File: src/swk_defs.vh
// Purpose: Constants for the selective wake control register bank
// Assumes: Wishbone classic slave, 32-bit data, byte addresses = 4 x register index
// Notes:   Register indices are kept as printed; reserved bits read zero
//
// Functional notes
// - Control bit 7 enables oscillator calibration mode when one.
// - Unlock field bits 6:5 unlocks only at 11; other patterns stay locked.
// - Calibration uses the CAN transmit-data input pin as trimming reference.
// - Unlock 11 also allows writes to the wake option register; else blocked.
// - Timeout mask bit 4 one lets a bus timeout reach the interrupt.
// - Timeout flag updates only while selective wake mode bit set; timeout status event also needs Normal/Stop.
// - Host verifies config then sets valid bit 0; wake enabled only while one.
// - Device clears valid bit on wake-up, power-on, or config data change.
// - Control resets to zero; restart keeps upper nibble, clears lower nibble.
// - Control bits 3:1 and sample-point bits 7:6 always read zero.
// - Quanta register holds eight-bit count; reset A0, restart unchanged.
// - Quantum length depends on two-bit oscillator clock select input.
// - Sample point six-bit fraction; reset 33 (0.796875), restart unchanged.
`ifndef SWK_DEFS_VH
`define SWK_DEFS_VH

// ----------------------------------------------------------------
// Register indices (byte address = index * 4)
// ----------------------------------------------------------------
`define SWK_IDX_CTRL        8'h20
`define SWK_IDX_QUANTA      8'h21
`define SWK_IDX_SAMPLE      8'h22
`define SWK_IDX_OPTION      8'h30
`define SWK_IDX_IRQ_STAT    8'h31
`define SWK_IDX_IRQ_MASK    8'h32
`define SWK_IDX_STATUS      8'h33

// ----------------------------------------------------------------
// Field positions
// ----------------------------------------------------------------
`define WAKE_CONTROL_CAL_BIT    7
`define WAKE_CONTROL_UNLK_HI    6
`define WAKE_CONTROL_UNLK_LO    5
`define WAKE_CONTROL_TOMASK_BIT 4
`define WAKE_CONTROL_VALID_BIT  0
`define SWK_UNLOCK_KEY      2'h3

// ----------------------------------------------------------------
// Write masks and reset values
// ----------------------------------------------------------------
`define WAKE_CONTROL_WMASK      8'hF1
`define WAKE_CONTROL_RESTART_M  8'hF0
`define SWK_SAMPLE_WMASK    8'h3F
`define SWK_OPTION_WMASK    8'h01
`define WAKE_CONTROL_RST        8'h00
`define SWK_QUANTA_RST      8'hA0
`define SWK_SAMPLE_RST      8'h33
`define SWK_OPTION_RST      8'h00

// ----------------------------------------------------------------
// Interrupt status bits
// ----------------------------------------------------------------
`define SWK_IRQ_TIMEOUT     0
`define SWK_IRQ_INVALID     1
`define SWK_IRQ_W           2

`endif

File: src/swk_regs.v
// Purpose: Selective wake control, bit timing and option registers
// Assumes: Single clock, synchronous active-high reset, all inputs synchronous
// Notes:   Reset = power-on or soft reset; restart_i is a one-cycle pulse
`include "swk_defs.vh"
`timescale 1ns/1ps
`default_nettype none

module swk_regs
(
    input  wire        clk_i,
    input  wire        rst_i,
    input  wire        restart_i,
    input  wire        wake_event_i,
    input  wire        bus_timeout_i,
    input  wire        wake_mode_en_i,
    input  wire        mode_normal_or_stop_i,
    input  wire [1:0]  osc_clock_select_i,
    input  wire        can_tx_input_pin_i,
    input  wire        cfg_changed_i,
    input  wire        wb_cyc_i,
    input  wire        wb_stb_i,
    input  wire        wb_we_i,
    input  wire [7:0]  wb_adr_i,
    input  wire [31:0] wb_dat_i,
    input  wire [3:0]  wb_sel_i,
    output reg  [31:0] wb_dat_o,
    output reg         wb_ack_o,
    output reg         wb_err_o,
    output wire        osc_calib_mode_o,
    output wire        calib_unlocked_o,
    output wire        calib_ref_o,
    output wire        wake_cfg_valid_o,
    output wire        selective_wake_en_o,
    output wire [7:0]  quanta_per_bit_o,
    output wire [5:0]  sample_point_frac_o,
    output wire [1:0]  quantum_clk_sel_o,
    output wire        alt_receiver_en_o,
    output reg         bus_timeout_flag_o,
    output wire        irq_o
);

// ----------------------------------------------------------------
// Storage
// ----------------------------------------------------------------
reg  [7:0]             ctrl_reg;
reg  [7:0]             quanta_reg;
reg  [7:0]             sample_reg;
reg  [7:0]             option_reg;
reg  [`SWK_IRQ_W-1:0]  istat_reg;
reg  [`SWK_IRQ_W-1:0]  imask_reg;
reg  [7:0]             ctrl_next;
reg  [31:0]            rdata;
reg                    hit;

wire       req     = wb_cyc_i && wb_stb_i && !wb_ack_o && !wb_err_o;
wire       wr      = req && wb_we_i && wb_sel_i[0];
wire [7:0] wdat    = wb_dat_i[7:0];
wire       wr_ctrl = wr && (wb_adr_i[7:2] == `SWK_IDX_CTRL);
wire       wr_qnt  = wr && (wb_adr_i[7:2] == `SWK_IDX_QUANTA);
wire       wr_smp  = wr && (wb_adr_i[7:2] == `SWK_IDX_SAMPLE);
wire       wr_opt  = wr && (wb_adr_i[7:2] == `SWK_IDX_OPTION);

wire unlocked = (ctrl_reg[`WAKE_CONTROL_UNLK_HI:`WAKE_CONTROL_UNLK_LO] == `SWK_UNLOCK_KEY);

wire cfg_touch = wr_qnt || wr_smp || (wr_opt && unlocked) || cfg_changed_i;

// timeout status event only follows timeouts while wake mode on in Normal/Stop
wire timeout_ev = bus_timeout_i && wake_mode_en_i && mode_normal_or_stop_i;

// Valid bit dropping by hardware is itself a status event
wire invalidate = ctrl_reg[`WAKE_CONTROL_VALID_BIT] && (wake_event_i || cfg_touch || restart_i);

// ----------------------------------------------------------------
// Control register next value
// ----------------------------------------------------------------
always @*
begin
    ctrl_next = ctrl_reg;
    if (wr_ctrl)
    begin
        ctrl_next = wdat & `WAKE_CONTROL_WMASK;
    end
    // automatic valid clear wins over host set
    if (wake_event_i || cfg_touch)
    begin
        ctrl_next[`WAKE_CONTROL_VALID_BIT] = 1'b0;
    end
    if (restart_i)
    begin
        ctrl_next = ctrl_reg & `WAKE_CONTROL_RESTART_M;
    end
end

always @(posedge clk_i)
begin
    if (rst_i)
    begin
        ctrl_reg   <= `WAKE_CONTROL_RST;
        quanta_reg <= `SWK_QUANTA_RST;
        sample_reg <= `SWK_SAMPLE_RST;
        option_reg <= `SWK_OPTION_RST;
    end
    else
    begin
        ctrl_reg <= ctrl_next;
        if (wr_qnt)
        begin
            quanta_reg <= wdat;
        end
        if (wr_smp)
        begin
            sample_reg <= wdat & `SWK_SAMPLE_WMASK;
        end
        if (wr_opt && unlocked)
        begin
            option_reg <= wdat & `SWK_OPTION_WMASK;
        end
    end
end

// ----------------------------------------------------------------
// Timeout flag and interrupts
// ----------------------------------------------------------------
always @(posedge clk_i)
begin
    if (rst_i)
    begin
        bus_timeout_flag_o <= 1'b0;
        istat_reg          <= {`SWK_IRQ_W{1'b0}};
        imask_reg          <= {`SWK_IRQ_W{1'b0}};
    end
    else
    begin
        if (wake_mode_en_i)
        begin
            bus_timeout_flag_o <= bus_timeout_i;
        end
        // Set wins over write-one-to-clear
        istat_reg <= (istat_reg & ~((wr && (wb_adr_i[7:2] == `SWK_IDX_IRQ_STAT)) ?
                     wdat[`SWK_IRQ_W-1:0] : {`SWK_IRQ_W{1'b0}}))
                     | {invalidate, timeout_ev};
        if (wr && (wb_adr_i[7:2] == `SWK_IDX_IRQ_MASK))
        begin
            imask_reg <= wdat[`SWK_IRQ_W-1:0];
        end
    end
end

// timeout reaches pin only with control mask bit set
wire [`SWK_IRQ_W-1:0] gate = imask_reg &
     {1'b1, ctrl_reg[`WAKE_CONTROL_TOMASK_BIT]};
assign irq_o = |(istat_reg & gate);

// ----------------------------------------------------------------
// Bus read and answer
// ----------------------------------------------------------------
always @*
begin
    hit   = 1'b1;
    rdata = 32'h00000000;
    case (wb_adr_i[7:2])
        `SWK_IDX_CTRL:     rdata[7:0] = ctrl_reg;
        `SWK_IDX_QUANTA:   rdata[7:0] = quanta_reg;
        `SWK_IDX_SAMPLE:   rdata[7:0] = sample_reg;
        `SWK_IDX_OPTION:   rdata[7:0] = option_reg;
        `SWK_IDX_IRQ_STAT: rdata[`SWK_IRQ_W-1:0] = istat_reg;
        `SWK_IDX_IRQ_MASK: rdata[`SWK_IRQ_W-1:0] = imask_reg;
        `SWK_IDX_STATUS:   rdata[3:0] = {unlocked, wake_mode_en_i, bus_timeout_flag_o, selective_wake_en_o};
        default:           hit = 1'b0;
    endcase
end

// One-cycle answer; unmapped addresses get err
always @(posedge clk_i)
begin
    if (rst_i)
    begin
        wb_ack_o <= 1'b0;
        wb_err_o <= 1'b0;
        wb_dat_o <= 32'h00000000;
    end
    else
    begin
        wb_ack_o <= req && hit;
        wb_err_o <= req && !hit;
        wb_dat_o <= (req && hit && !wb_we_i) ? rdata : 32'h00000000;
    end
end

// ----------------------------------------------------------------
// Outputs
// ----------------------------------------------------------------
// calibration mode bit
assign osc_calib_mode_o    = ctrl_reg[`WAKE_CONTROL_CAL_BIT];
assign calib_unlocked_o    = unlocked;
// transmit pin as trimming reference while calibrating and unlocked
assign calib_ref_o         = ctrl_reg[`WAKE_CONTROL_CAL_BIT] && unlocked && can_tx_input_pin_i;
assign wake_cfg_valid_o    = ctrl_reg[`WAKE_CONTROL_VALID_BIT];
assign selective_wake_en_o = ctrl_reg[`WAKE_CONTROL_VALID_BIT] && wake_mode_en_i;
assign quanta_per_bit_o    = quanta_reg;
assign sample_point_frac_o = sample_reg[5:0];
// quantum length follows oscillator clock select
assign quantum_clk_sel_o   = osc_clock_select_i;
assign alt_receiver_en_o   = option_reg[0];

endmodule
`default_nettype wire

File: config.mk
export PLATFORM = sky130hd
export DESIGN_NAME = swk_regs
export DESIGN_NICKNAME = d
export VERILOG_FILES = /design/src/swk_regs.v
export VERILOG_INCLUDE_DIRS = /design/src
export SDC_FILE = /design/constraint.sdc
export NUM_CORES = 1
export LEC_CHECK = 0
export ABC_AREA = 1
export BUFFER_PORTS_ARGS = -buffer_cell sky130_fd_sc_hd__buf_2
export CAP_MARGIN = 20
export CORE_ASPECT_RATIO = 2
export CORE_UTILIZATION = 38
export DETAILED_ROUTE_END_ITERATION = 8
export PLACE_DENSITY = 0.77
export SLEW_MARGIN = 20
export SYNTH_ARGS = -nofsm -noshare
export SYNTH_HDL_FRONTEND = slang
export SYNTH_SLANG_ARGS = --single-unit
File: constraint.sdc
create_clock -name clk_i -period 1.2 [get_ports clk_i]
set_input_delay 0.12 -clock clk_i [delete_from_list [all_inputs] [get_ports clk_i]]
set_output_delay 0.12 -clock clk_i [all_outputs]
set_load 0.02 [all_outputs]
# Yosys cells after proc, flatten, opt, wreduce, memory -nomap -nowiden
# Cells that the tools add are included.
[word_totals]
ff_bits = 59
latchBits = 0
ramBits = 0
romBits = 0
input_bits = 58
out_inout_bits = 58
wordCells = 67
n_memories = 0
[classes]
add_sub_neg = 0
n_mul = 0
div_mod_pow = 0
n_lt_le_gt_ge = 0
n_eq_ne = 8
n_shift = 0
muxes = 5
n_bitwise = 7
reduce_logical = 35
[op_table]
columns = ["op", "n"]
rows = [
  ["$eq 6x6->1 const B", 7],
  ["$logic_and 1x1->1", 21],
  ["$pmux 2 s7", 1],
  ["$pmux 4 s3", 1],
  ["$reduce_or 7->1", 1],
  ["$and 2x2->2", 3],
  ["$pmux 2 s3", 1],
  ["$logic_or 1x1->1", 5],
  ["$logic_not 1->1", 4],
  ["$reduce_or 2->1", 2],
  ["$reduce_or 3->1", 1],
  ["$eq 2x2->1 const B", 1],
  ["$mux 2", 1],
  ["$not 1->1", 2],
  ["$not 2->2", 1],
  ["$or 2x2->2", 1],
  ["$reduce_and 2->1", 1],
  ["$mux 1", 1],
]

# Logic depth before layout (Yosys ltp)
[logic_depth]
ltp_word = 13
ltp_mapped = 8
depth_no_buf = 8

# Worst setup path after synthesis
# Ideal clock, no wire load.
[synth_path]
path_kind = "register to register"
startpoint = "reg wb_ack_o"
endpoint = "reg istat_reg[1]"
setup_ns = 0.070
arrival_time_ns = 1.228
required_ns = 1.130
slack_ns = -0.098
path_stages_with_launch = 8
path_buffers = 0
period_less_slack_ns = 1.298
cell_sequence = "dfxtp_1 -> nor2_1 -> nand3_2 -> inv_1 -> nand3_1 -> nand3_2 -> nand2_1 -> a21oi_1"
[synth_via]
elab_chain_len = 13
word_cells_on_any_way = 20
cone_classes = "mux (1); bitwise (3); reduce/logical (16)"
[synth_rtl]
columns = ["item", "line_no", "source"]
rows = [
  ["start, declared", "swk_regs.v:27", "output reg wb_ack_o,"],
  ["start signal, assigned", "swk_regs.v:184", "wb_ack_o <= req && hit;"],
  ["$logic_not 1->1 *", "swk_regs.v:55", "wire req = wb_cyc_i && wb_stb_i && !wb_ack_o && !wb_err_o;"],
  ["$logic_and 1x1->1 * (2 in series)", "swk_regs.v:55", ""],
  ["$logic_and 1x1->1 * (2 in series)", "swk_regs.v:56", "wire wr = req && wb_we_i && wb_sel_i[0];"],
  ["$logic_and 1x1->1 (on tied branches)", "swk_regs.v:59, swk_regs.v:60, swk_regs.v:61", ""],
  ["$logic_or 1x1->1 / $logic_and 1x1->1 (equally long branches)", "swk_regs.v:65", "wire cfg_touch = wr_qnt || wr_smp || (wr_opt && unlocked) || cfg_changed_i;"],
  ["$logic_or 1x1->1 (2 in series)", "swk_regs.v:65", ""],
  ["$logic_or 1x1->1 (2 in series)", "swk_regs.v:71", "wire invalidate = ctrl_reg[`WAKE_CONTROL_VALID_BIT] && (wake_event_i || cfg_touch || restart_i);"],
  ["$logic_and 1x1->1", "swk_regs.v:71", ""],
  ["$or 2x2->2 *", "swk_regs.v:139", "istat_reg <= (istat_reg & ~((wr && (wb_adr_i[7:2] == `SWK_IDX_IRQ_STAT)) ?"],
  ["end signal, assigned", "swk_regs.v:129", "istat_reg <= {`SWK_IRQ_W{1'b0}};"],
  ["end signal, assigned", "swk_regs.v:139", ""],
  ["end, declared", "swk_regs.v:49", "reg [`SWK_IRQ_W-1:0] istat_reg;"],
]
# Every way passes the cells marked *; elsewhere a longest branch is shown, timed or not.
# A chain may end at the register's enable or synchronous reset.

# Worst setup path in the final report
[layout_path]
startpoint = "reg wb_err_o"
endpoint = "reg quanta_reg[1], in the netlist quanta_per_bit_o[1]"
[layout_via]
elab_chain_len = 5
[layout_rtl]
columns = ["item", "line_no", "source"]
rows = [
  ["start, declared", "swk_regs.v:28", "output reg wb_err_o,"],
  ["start signal, assigned", "swk_regs.v:185", "wb_err_o <= req && !hit;"],
  ["$logic_not 1->1", "swk_regs.v:55", ""],
  ["$logic_and 1x1->1", "swk_regs.v:55", ""],
  ["$logic_and 1x1->1 (2 in series)", "swk_regs.v:56", ""],
  ["$logic_and 1x1->1", "swk_regs.v:59", "wire wr_qnt = wr && (wb_adr_i[7:2] == `SWK_IDX_QUANTA);"],
  ["end signal, assigned", "swk_regs.v:99", "quanta_reg <= `SWK_QUANTA_RST;"],
  ["end signal, assigned", "swk_regs.v:108", "quanta_reg <= wdat;"],
  ["end, declared", "swk_regs.v:46", "reg [7:0] quanta_reg;"],
]
# No other way between the ends.

==> summary.md <==
| Metric | Value |
|---|---|
| Final net count | roughly 370 |
| Final Cycle Share | between 90% and 100% |
| IR drop worst, VDD | 699.5 uV |
| Clock buffer depth | 2 |
| Period minus WS final | between 1000 and 1500 ps |
| Port Buffers | 58 |
| First-pass GRT wire length | between 6 and 7 mm |
| # diodes | 0 |
| Synth async-reset ratio | 0% |
| Initial DRC count | 59 |
| H-tree depth | 2 |
| Yosys top cell area share | 40.09% |
| PnR Total Power | 2245 uW |
| Power per cell area | about 1000 nW/um^2 |
| Reg-to-reg endpoint | quanta_per_bit_o[1]$_SDFFE_PP0P_ |
| Hold slack | slightly below 80 ps |
| CTS tree | built |
| Routed met3 length | between 200 and 300 um |
| Number of synthesized flops with an enable pin | 0 |
| Crit start category | flop |
| Antenna Nets Post-Route | 0 |
| Area contributors post-synth | dfxtp_1, buf_4, nand2_1, inv_1, nor2_1 |
| Setup ws final | 2.500 ps |
| Vias in the first global route | between 1,500 and 2,000 |
| Row count | 34 |
| CP endpoint | quanta_per_bit_o[1]$_SDFFE_PP0P_ |
| Max-slew violation count | 0 |
| P&R area growth vs syn | 30.28% |
| Leading area contributor after synthesis | dfxtp_1 |
| GRT Util Overall | a little under a fifth |
| Worst reg2reg path depth | 6 |
| Post-DP HPWL | roughly 3.4 mm |
| DIE HEIGHT | approximately 100 um |
| Dpl ws | -132.3 ps |
| M1 wire length | around 1.5 mm |
| First-pass iteration count of the detailed router | 4 |
| Most common cell in the netlist | nand2_1 |
| Layout cells sized above 1 | about 36% |
| # setup viols final | 0 |
| Grt total ovfl | 0 |
| WL met2 | between 2 and 2.5 mm |
| Ports | 116 |
| HP Class | primary input to flop |
| Cells after synthesis | ~230 |
| Mapped cell area | between 1500 and 2000 um^2 |
| Via Count | about 1,800 |
| Yosys Warn Count | 0 |
| Clock root cell | clkbuf_8 |
| Final Util | ~52% |
| Area of the core | 4382 um^2 |
| Die extent in x | between 40 and 50 um |
| Pleak | ~0.0011 uW |
| Wirelength per Cell | between 10 and 15 um |
| Crit. Startpoint | wb_err_o$_SDFF_PP0_ |
| CP Capture Type | flop |
| Crit path max fanout | 5 |
| Total clock sinks | 35 |
| Post-synth top cells | nand2_1, dfxtp_1, inv_1 |
| DR vias/cell | between 4 and 5 |
| Initial antenna violation count | 0 |
| RSZ-0062 raised after global routing | yes |
| Outcome | finished clean |
| Yosys cell types | 28 |
| Kind of critical path | flop to flop |
| Primary FF master, synth | dfxtp_1 |
| Cts bufs inserted | 5 |
| WP data arrival | approximately 1400 ps |
| Final hold viol count | 0 |
| R2r setup slk | 3 ps |
| Max Freq | 835.1 MHz |
| Clk_skew | roughly 4 ps |
| Sequential share of the synthesized area | around 40% |
| R2R Path Start | wb_err_o$_SDFF_PP0_ |
| Maximum number of pins on one net before global-route repair | 14 |
| # DRC | 0 |
| Syn_area_per_cell | around 7.5 um^2 |
| Worst skew pair latency | ~290 ps |
| Uppermost layer routed | met4 |
| Total wire length | 4.334 mm |
| Starting Density | approximately 40% |
| GP Congestion | around 0.91 |
| Die Area | 4891 um^2 |
| Max_cap viols | 0 |
| Seq cells post-synth | 35 |
| Clock Pin Slew Worst Setup and Hold Paths | 70 ps |
| WP data required | between 1000 and 1500 ps |
==> worst min-delay path by stage <==
stage / from / end / cells after the start
global placement: osc_clock_select_i[0] / quantum_clk_sel_o[0] / 0
CTS: wb_dat_i[4] / sample_reg[4]$_SDFFE_PP1P_ / 3
finish: wb_dat_i[4] / sample_reg[4]$_SDFFE_PP1P_ / 3
floorplan: wb_dat_i[4] / sample_reg[4]$_SDFFE_PP1P_ / 2
global route: wb_dat_i[4] / sample_reg[4]$_SDFFE_PP1P_ / 3
detailed placement: osc_clock_select_i[0] / quantum_clk_sel_o[0] / 0
==> critical path, cell delays in order (launching register included) <==
cell and delay (ps):
dfxtp_2 330, nor2_4 130, nand3_4 140, nor2_4 150, buf_4 170, o21ai_0 80
a21oi_1 120
==> where the power goes <==
part	leakage (uW)	internal [uW]	switching [uW]
clock network	0.0000422	407	415
registers	0.000284	1170	4.26
logic	0.000791	73.8	178
==> stage by stage <==
step / instance area [um^2] / TNS [ps] / instances
floorplan: 1847 / 0 / 257
global placement: 2111 / -911.6 / 355
detailed placement: 2111 / -1214 / 355
CTS: 2213 / 0 / 364
global route: 2277 / -531.4 / 364
finish: 2277 / 0 / 364
==> routing by layer <==
layer,up-vias,track usage [%]
met5,-,0
met4,0,12.09
met3,13,2.960
met2,90,34.41
met1,796,16.91
li1,858,-
==> cell type report <==
type                       instances  area, um^2
multi-input combinational        163       878.3
timing repair buffer              74       426.7
sequential                        35       705.7
inverter                          30       117.6
tap                               54       67.56
clock inverter                     1       5.005
fill                             430        2105
clock buffer                       7       76.32
==> kinds of logic after synthesis <==
group	synth area share (%)
AND/OR/NAND/NOR	26.13
buffers and inverters	18.25
AO/OA/AOI/OAI	15.32
flip-flops	40.09
other	0.2145
==> what timing repair did <==
| action | CTS | global route |
|---|---|---|
| setup buffers | 1 | 0 |
| resized for setup | 4 | 21 |
| hold buffers | 0 | 0 |
| pin swaps | 1 | 3 |
| endpoints found under the setup margin | 11 | 18 |
==> cell usage in the layout, fill, tap and decap left out, drive strengths merged <==
cell type,Yosys,layout
a21oi,18,18
o2bb2ai,1,1
o211ai,3,3
inv,30,30
a32o,1,1
nand4,3,3
o21ai,16,16
a22oi,2,2
a211oi,1,1
dfxtp,35,35
clkbuf,3,7
buf,26,74
clkinv,0,1
a311oi,1,1
nand3,14,14
nor3,2,2
conb,1,24
nor2,33,33
nand2,40,40
nor3b,1,1
o22ai,3,3
(Power assumes the default switching activity.)
